--- config.mk ---
export PLATFORM = sky130hd
export DESIGN_NAME = pgt_timer
export DESIGN_NICKNAME = d
export VERILOG_FILES = /design/src/verilog/pgt_pkg.sv /design/src/verilog/pgt_timer.sv
export VERILOG_INCLUDE_DIRS = /design/src /design/src/verilog
export SDC_FILE = /design/constraint.sdc
export NUM_CORES = 1
export LEC_CHECK = 0
export ABC_AREA = 1
export BUFFER_PORTS_ARGS = -buffer_cell sky130_fd_sc_hd__buf_4
export CAP_MARGIN = 20
export CORE_ASPECT_RATIO = 1.2
export CORE_MARGIN = 4
export CORE_UTILIZATION = 31
export DETAILED_ROUTE_END_ITERATION = 6
export PLACE_DENSITY = 0.47
export SLEW_MARGIN = 15
export SYNTH_ARGS = -nofsm -noshare
export SYNTH_HDL_FRONTEND = slang
export SYNTH_SLANG_ARGS = --single-unit
--- constraint.sdc ---
create_clock -name sys_clk_i -period 4.38 [get_ports sys_clk_i]
set_input_delay 0.219 -clock sys_clk_i [delete_from_list [all_inputs] [get_ports sys_clk_i]]
set_output_delay 0.219 -clock sys_clk_i [all_outputs]
set_load 0.01 [all_outputs]
--- src/verilog/pgt_cfg.svh ---
// timing and range constants of the power gating interval timer
// assumes a 100 MHz system clock; counts below are in milliseconds unless marked ns, MHz or ticks
`ifndef PGT_CFG_SVH
`define PGT_CFG_SVH
// clock rate in MHz and one millisecond in ns
`define PGT_CLK_MHZ 100
`define PGT_MS_NS 1000000
// cycles per millisecond, derived from the two above
`define PGT_CYC_PER_MS (`PGT_MS_NS * `PGT_CLK_MHZ / 1000)
// least completion pulse, ns (sampled by the two-stage synchroniser)
`define PGT_DONE_MIN_NS 100
// final gate-off time: 50 ms
`define PGT_OFF_MS 24'h000032
// manual request debounce: 20 ms, observation window 30 ms
`define PGT_DEB_MS 5'h14
`define PGT_WIN_MS 5'h1E
// manual request to gate low: at most 10 ms; the code waits out the 20 ms debounce first
`define PGT_REACT_MS 4'hA
// resistor measurement: 100 ms typical, 120 ms worst
`define PGT_MEAS_MS 7'h64
`define PGT_MEAS_MAX_MS 7'h78
// one interval tick is 100 ms
`define PGT_TICK_MS 24'h000064
// interval range in ticks: 100 ms to 7200 s
`define PGT_IP_MIN 17'h00001
`define PGT_IP_MAX 17'h11940
`endif

--- src/verilog/pgt_pkg.sv ---
// types of the power gating interval timer
// assumes pgt_cfg.svh supplies the numeric constants
package pgt_pkg;
   typedef enum logic [2:0] {
      PGT_MEASURE  = 3'h0,
      PGT_WAIT_REL = 3'h1,
      PGT_IDLE     = 3'h2,
      PGT_ON       = 3'h3,
      PGT_OFF      = 3'h4,
      PGT_HOLD     = 3'h5
   } pgt_state_e;

   // synchronised pin levels
   typedef struct packed {
      logic done;
      logic manual;
      logic periodic;
   } pgt_pins_s;

   typedef logic [23:0] pgt_ms_t;
   typedef logic [16:0] pgt_ticks_t;
endpackage

--- src/verilog/pgt_timer.sv ---
// power gating interval timer: measure, periodic / one-shot gate drive,
// completion handling and debounced manual power-on
// assumes pins arrive asynchronously and the interval code from the
// resistor digitizer is static while measuring
//
// Behaviour
// - mode high: gate on every interval
// - gate output low means load powered
// - gate low interval minus 50 ms
// - accepted completion drives gate high immediately
// - completion taken on rising edge only
// - only first completion per interval counts
// - gate high until measurement ends
// - gate pulled low when interval begins
// - one measurement after reset before gating
// - mode level taken when measurement completes
// - mode low: single pulse after power-up
// - one-shot: manual request gives one pulse
// - manual request debounced, 20 ms high
// - gate low once the request is debounced, 20 ms after it
// - manual request ignored while gate low
// - manual request clears counters until release
// - completion ignored while manual input high
// - manual during measurement restarts measurement after release
// - periodic falling edges spaced one interval
// - interval between 100 ms and 7200 s
// - quadratic resistor law lives in digitizer
// - measurement lasts 100 ms, under 120
// - interval codes come from the digitizer
`include "pgt_cfg.svh"

module pgt_timer #(
   parameter int CYC_PER_MS = `PGT_CYC_PER_MS
) (
   input wire logic sys_clk_i,
   input wire logic rst_n_i,
   input wire logic periodic_mode_i,
   input wire logic done_i,
   input wire logic manual_power_on_i,
   input wire logic [16:0] interval_ticks_i,
   output logic gate_drive_n_o,
   output logic measuring_o,
   output logic periodic_o,
   output logic [16:0] interval_ticks_o
);

   pgt_pkg::pgt_pins_s pins_meta;
   pgt_pkg::pgt_pins_s pins;
   logic done_prev;
   pgt_pkg::pgt_ticks_t ticks_meta;
   pgt_pkg::pgt_ticks_t ticks_sync;

   pgt_pkg::pgt_state_e state;
   pgt_pkg::pgt_state_e next_state;
   logic [16:0] presc;
   logic [16:0] next_presc;
   pgt_pkg::pgt_ms_t elapsed;
   pgt_pkg::pgt_ms_t next_elapsed;
   logic [6:0] meas_ms;
   logic [6:0] next_meas_ms;
   logic gate_n;
   logic next_gate_n;
   logic done_seen;
   logic next_done_seen;
   logic periodic;
   logic next_periodic;
   pgt_pkg::pgt_ticks_t ticks;
   pgt_pkg::pgt_ticks_t next_ticks;
   logic man_deb;
   logic next_man_deb;
   logic [4:0] stab_cnt;
   logic [4:0] next_stab_cnt;

   logic tick;
   logic man_rise;
   logic done_rise;
   pgt_pkg::pgt_ms_t interval_ms;
   pgt_pkg::pgt_ms_t on_ms;
   logic meas_reg;
   logic next_meas_reg;

   // two-stage synchronisers; edge detect reads only the second stage
   always_ff @(posedge sys_clk_i) begin
      if (!rst_n_i) begin
         pins_meta <= '0;
         pins <= '0;
         done_prev <= 1'b0;
         ticks_meta <= '0;
         ticks_sync <= '0;
      end else begin
         pins_meta <= '{done: done_i, manual: manual_power_on_i,
                        periodic: periodic_mode_i};
         pins <= pins_meta;
         done_prev <= pins.done;
         ticks_meta <= interval_ticks_i;
         ticks_sync <= ticks_meta;
      end
   end

   assign tick = (presc == 17'(CYC_PER_MS - 1));
   assign done_rise = pins.done && !done_prev;
   assign interval_ms = 24'(ticks) * `PGT_TICK_MS;
   assign on_ms = interval_ms - `PGT_OFF_MS;

   // millisecond prescaler and manual-input debounce on both edges
   always_comb begin
      next_presc = tick ? 17'h00000 : presc + 17'h00001;
      next_man_deb = man_deb;
      next_stab_cnt = 5'h00;
      man_rise = 1'b0;
      if (pins.manual != man_deb) begin
         next_stab_cnt = stab_cnt;
         if (tick) begin
            if (stab_cnt == `PGT_DEB_MS - 5'h01) begin
               next_man_deb = pins.manual;
               next_stab_cnt = 5'h00;
               man_rise = pins.manual;
            end else begin
               next_stab_cnt = stab_cnt + 5'h01;
            end
         end
      end
   end

   // main sequence
   always_comb begin
      next_state = state;
      next_elapsed = elapsed;
      next_meas_ms = meas_ms;
      next_gate_n = gate_n;
      next_done_seen = done_seen;
      next_periodic = periodic;
      next_ticks = ticks;
      unique case (state)
         pgt_pkg::PGT_MEASURE: begin
            next_gate_n = 1'b1;
            if (man_deb) begin
               next_state = pgt_pkg::PGT_WAIT_REL;
               next_meas_ms = 7'h00;
            end else if (tick) begin
               if (meas_ms == `PGT_MEAS_MS - 7'h01) begin
                  // latch interval and mode, clamped to the legal range
                  // the code itself comes from the digitizer
                  if (ticks_sync < `PGT_IP_MIN) begin
                     next_ticks = `PGT_IP_MIN;
                  end else if (ticks_sync > `PGT_IP_MAX) begin
                     next_ticks = `PGT_IP_MAX;
                  end else begin
                     next_ticks = ticks_sync;
                  end
                  next_periodic = pins.periodic;
                  next_state = pgt_pkg::PGT_ON;
                  next_gate_n = 1'b0;
                  next_elapsed = 24'h000000;
                  next_done_seen = 1'b0;
               end else begin
                  next_meas_ms = meas_ms + 7'h01;
               end
            end
         end
         pgt_pkg::PGT_WAIT_REL: begin
            next_gate_n = 1'b1;
            if (!man_deb) begin
               next_state = pgt_pkg::PGT_MEASURE;
               next_meas_ms = 7'h00;
            end
         end
         pgt_pkg::PGT_ON: begin
            // manual requests are not decoded while the load is on
            next_gate_n = 1'b0;
            if (done_rise && !done_seen && !man_deb) begin
               next_gate_n = 1'b1;
               next_done_seen = 1'b1;
               next_state = periodic ? pgt_pkg::PGT_OFF : pgt_pkg::PGT_IDLE;
               if (tick) begin
                  next_elapsed = elapsed + 24'h000001;
               end
            end else if (tick) begin
               next_elapsed = elapsed + 24'h000001;
               if (elapsed == on_ms - 24'h000001) begin
                  next_gate_n = 1'b1;
                  next_state = periodic ? pgt_pkg::PGT_OFF : pgt_pkg::PGT_IDLE;
               end
            end
         end
         pgt_pkg::PGT_OFF: begin
            next_gate_n = 1'b1;
            if (man_rise) begin
               next_state = pgt_pkg::PGT_HOLD;
               next_gate_n = 1'b0;
               next_elapsed = 24'h000000;
            end else if (tick) begin
               if (elapsed == interval_ms - 24'h000001) begin
                  next_elapsed = 24'h000000;
                  next_gate_n = 1'b0;
                  next_done_seen = 1'b0;
                  next_state = pgt_pkg::PGT_ON;
               end else begin
                  next_elapsed = elapsed + 24'h000001;
               end
            end
         end
         pgt_pkg::PGT_IDLE: begin
            next_gate_n = 1'b1;
            if (man_rise) begin
               next_state = pgt_pkg::PGT_HOLD;
               next_gate_n = 1'b0;
               next_elapsed = 24'h000000;
            end
         end
         pgt_pkg::PGT_HOLD: begin
            // counters held clear, completion ignored until release
            next_gate_n = 1'b0;
            next_elapsed = 24'h000000;
            if (!man_deb) begin
               next_state = pgt_pkg::PGT_ON;
               next_done_seen = 1'b0;
            end
         end
         default: begin
            next_state = pgt_pkg::PGT_MEASURE;
            next_gate_n = 1'b1;
            next_meas_ms = 7'h00;
         end
      endcase
   end

   always_ff @(posedge sys_clk_i) begin
      if (!rst_n_i) begin
         state <= pgt_pkg::PGT_MEASURE;
         presc <= 17'h00000;
         elapsed <= 24'h000000;
         meas_ms <= 7'h00;
         gate_n <= 1'b1;
         done_seen <= 1'b0;
         periodic <= 1'b0;
         ticks <= `PGT_IP_MIN;
         man_deb <= 1'b0;
         stab_cnt <= 5'h00;
      end else begin
         state <= next_state;
         presc <= next_presc;
         elapsed <= next_elapsed;
         meas_ms <= next_meas_ms;
         gate_n <= next_gate_n;
         done_seen <= next_done_seen;
         periodic <= next_periodic;
         ticks <= next_ticks;
         man_deb <= next_man_deb;
         stab_cnt <= next_stab_cnt;
      end
   end

   assign gate_drive_n_o = gate_n;
   assign measuring_o = meas_reg;
   assign next_meas_reg = (next_state == pgt_pkg::PGT_MEASURE) ||
                          (next_state == pgt_pkg::PGT_WAIT_REL);
   always_ff @(posedge sys_clk_i) begin
      if (!rst_n_i) begin
         meas_reg <= 1'b1;
      end else begin
         meas_reg <= next_meas_reg;
      end
   end
   assign periodic_o = periodic;
   assign interval_ticks_o = ticks;
endmodule
==> flow_metrics.py <==
metrics = {
    "worst_hold_path": {
        "hold_class": "input port to register",
    },
    "clock_tree": {
        "clkLatencyLatePin_ps": 430,
        "clk_path_buf_depth": 2,
        "root_buffer": "clkbuf_16",
        "cts_buffers": 17,
        "cts_tree": "done",
        "clkSinkCount": 119,
        "clkTransAtPathRegs_ps": 60,
        "cts.htree.levels": 4,
    },
    "synthesis": {
        "synth-seq-cells": 119,
        "syn_area_per_cell_um2": 6.411,
        "yosys_warnings": 0,
        "synthCells": 1377,
        "syn_nets": 1474,
        "synth-edff-count": 0,
        "synthArstFlopShare_pct": 0,
        "synthDistinctLibCells": 47,
        "synth-main-ff-cell": "dfxtp_1",
        "synthesis.area_um2": 8828,
        "seq_area_frac_synth_pct": 26.98,
    },
    "job": {
        "maxCapViolCount": 0,
    },
    "die": {
        "die_area_um2": 31250,
        "coreArea_um2": 28000,
        "die_x_um": 162.1,
        "initial_utilization_pct": 31.53,
        "io_pins": 42,
        "rows": 67,
        "die_y_um": 192.9,
    },
    "critical_path": {
        "arrival_ps": 4370,
        "cp.required_ps": 4670,
        "critPathKind": "register to register",
        "start_kind": "register",
        "critPathCaptureType": "register",
        "crit_fanout": 12,
    },
    "final_layout": {
        "layout-drive-gt1-share_pct": 13.99,
        "nets": 1564,
        "fill_cells": 3087,
        "multiInputGateArea_um2": 5690,
        "finalInstanceArea_um2": 10720,
        "syn_to_final_growth_pct": 21.41,
        "regArea_um2": 2395,
        "antenna_cells": 0,
    },
    "sta": {
        "rsz0062_at_grt": "false",
        "setup_viol_count_final": 0,
        "finalMaxSlewViolations": 0,
        "layout_min_cycle_time_ps": 4085,
        "period_share_pct": 93.26,
        "hold_viol_final": 0,
        "fmax_ghz": 0.2448,
        "relSlewSlack_pct": 60.56,
        "tightestPinTransition_ps": 591.0,
        "whs_ps": 252.5,
        "finalSetupTns_ps": 0,
        "final.setup_skew_ps": 7.184,
    },
    "detailed_routing": {
        "num_vias": 8590,
        "routedWlPerCell_um": 13.46,
        "viasPerCell": 4.621,
        "ant_nets": 0,
        "first_pass_iters": 6,
        "drc": 0,
        "drt-initial-drc-count": 365,
        "wl_mm": 25.02,
    },
    "global_route": {
        "grt_use_total_pct": 16.30,
        "grt_antenna_before_repair": 0,
        "grt_pass1_wl_mm": 41.04,
        "grt_pass1_vias": 8285,
        "grt_max_degree": 50,
        "grt-ovfl-total": 0,
    },
    "place": {
        "postPlaceCellArea_um2": 9719,
        "gp_congestion": 0.8929,
        "hpwl_mm": 19.75,
        "port_buffers": 41,
    },
    "power": {
        "p_leak_nw": 5.387,
        "irDropWorstVdd_mv": 0.3094,
        "powerDensity_nw_per_um2": 236.5,
    },
    "status": {
        "status": "finished clean",
    },
}
-- power by group --
| part | total [mW] | switching (mW) | leakage, nW | internal (mW) |
|---|---|---|---|---|
| Clock | 1.35 | 0.559 | 0.277 | 0.790 |
| Combinational | 0.0763 | 0.0390 | 4.14 | 0.0374 |
| Sequential | 1.11 | 0.00836 | 0.972 | 1.10 |
| Total | 2.53 | 0.606 | 5.39 | 1.93 |
-- cell families (layout without fill, tap and decap cells) --
logic type / count (synthesis) / after routing / share of synthesized area, %
AO/OA/AOI/OAI: 113 / 113 / 7.029
adder cells (fa/ha/maj): 75 / 75 / 11.65
flip-flops: 119 / 119 / 26.98
XOR/XNOR: 35 / 35 / 3.798
buffers and inverters: 250 / 351 / 10.88
AND/OR/NAND/NOR: 785 / 787 / 39.65
-- synthesized netlist by cell type (all sizes together), types with 2 or more instances --
master | number | area [um2]
nor4 | 6 | 37.54
inv | 225 | 844.6
fa | 12 | 240.2
dfxtp | 119 | 2382
o211ai | 2 | 15.01
nor2 | 135 | 594.3
xor2 | 31 | 271.5
clkbuf | 17 | 65.06
buf | 6 | 43.79
a21oi | 67 | 346.6
nand3b | 2 | 15.01
nand4 | 31 | 193.9
xnor2 | 2 | 17.52
a211oi | 3 | 22.52
nand3 | 142 | 750.7
clkinv | 2 | 7.510
o21a | 2 | 15.01
nand2 | 429 | 1670
and2 | 3 | 18.77
o2111ai | 2 | 23.77
ha | 63 | 788.3
nor3 | 24 | 131.4
or2 | 5 | 31.28
a31oi | 5 | 31.28
o21ai | 30 | 150.1
nor3b | 6 | 45.04
-- final cells by class --
type,count,area share (%)
multi-input cells,1010,53.09
flip-flops and latches,119,22.34
inverters,227,7.949
repair buffers,92,6.910
well taps,379,4.424
clock buffers,17,3.969
clock inverters,15,1.319
-- metrics by stage --
stage / total power, mW / util (%) / setup slack, ps / cells
final: 2.535 / 38.28 / 295.4 / 1859
after global routing: 2.638 / 38.28 / 2.091 / 1859
after CTS: 2.583 / 37.46 / 90.35 / 1855
after detailed placement: 1.198 / 34.71 / 13.04 / 1803
after global placement: 1.197 / 34.71 / 13.88 / 1803
after floorplan: 1.170 / - / 643.5 / 1377
-- timing repair --
| action | in CTS | in global routing |
|---|---|---|
| hold buffers | 20 | 0 |
| pin swaps | 0 | 3 |
| gates resized for setup | 1 | 47 |
| endpoints found under the hold margin | 20 | 0 |
| buffers inserted | 0 | 2 |
| cloned | 0 | 2 |
| endpoints found under the setup margin | 4 | 29 |
-- layer usage --
layer / part of all wire, % / track usage, % / vias up
li1: - / - / 4552
met1: 46 / 19.86 / 3925
met2: 50 / 29.33 / 91
met3: 2.6 / 2.841 / 22
met4: 1.8 / 4.881 / 0
met5: 0 / 0 / -
-- cells in the final DEF (no fill, tap or decap), types with 31 or more instances in the layout --
master,count
nand3_1,133
nand4_1,31
inv_1,218
a21oi_1,64
nand2_1,401
nor2_1,106
buf_4,72
xor2_1,31
dfxtp_1,111
ha_1,53
-- final timing paths --
kind | start | endpoint | slack, ps | cells past startpoint
min reg2reg | ticks_meta[7] | ticks_sync[7] | 410 | 2
min | rst_n_i | pins_meta[0] | 250 | 3
max | interval_ticks_o[1] | elapsed[12] | 300 | 23
max reg2reg | interval_ticks_o[1] | elapsed[12] | 300 | 23
-- critical path: stages (launching register included) --
cell and delay (ps):
dfxtp_2 360, inv_1 80, ha_1 360, ha_1 310, ha_1 270, fa_2 530, nor2_2 160, inv_1 110
nor2_4 140, nand3_1 140, nor2_2 140, nand3_2 130, inv_2 100, nand2_1 50, nand2_1 50, nand2_1 60
nor2_1 140, nand2_1 110, nor2_2 150, nand2_2 90, nand3_4 150, nand2_8 130, nand3_1 110, a21oi_1 70
-- sequential cells by signal (all words and copies together), names as in the netlist, 3 cells and up --
| register | count |
|---|---|
| pins_meta | 3 |
| pins | 3 |
| meas_ms | 7 |
| presc | 17 |
| stab_cnt | 5 |
| state | 3 |
| interval_ticks_o | 17 |
| ticks_sync | 17 |
| elapsed | 24 |
| ticks_meta | 17 |
No activity file was read; power rests on OpenSTA's default activity.
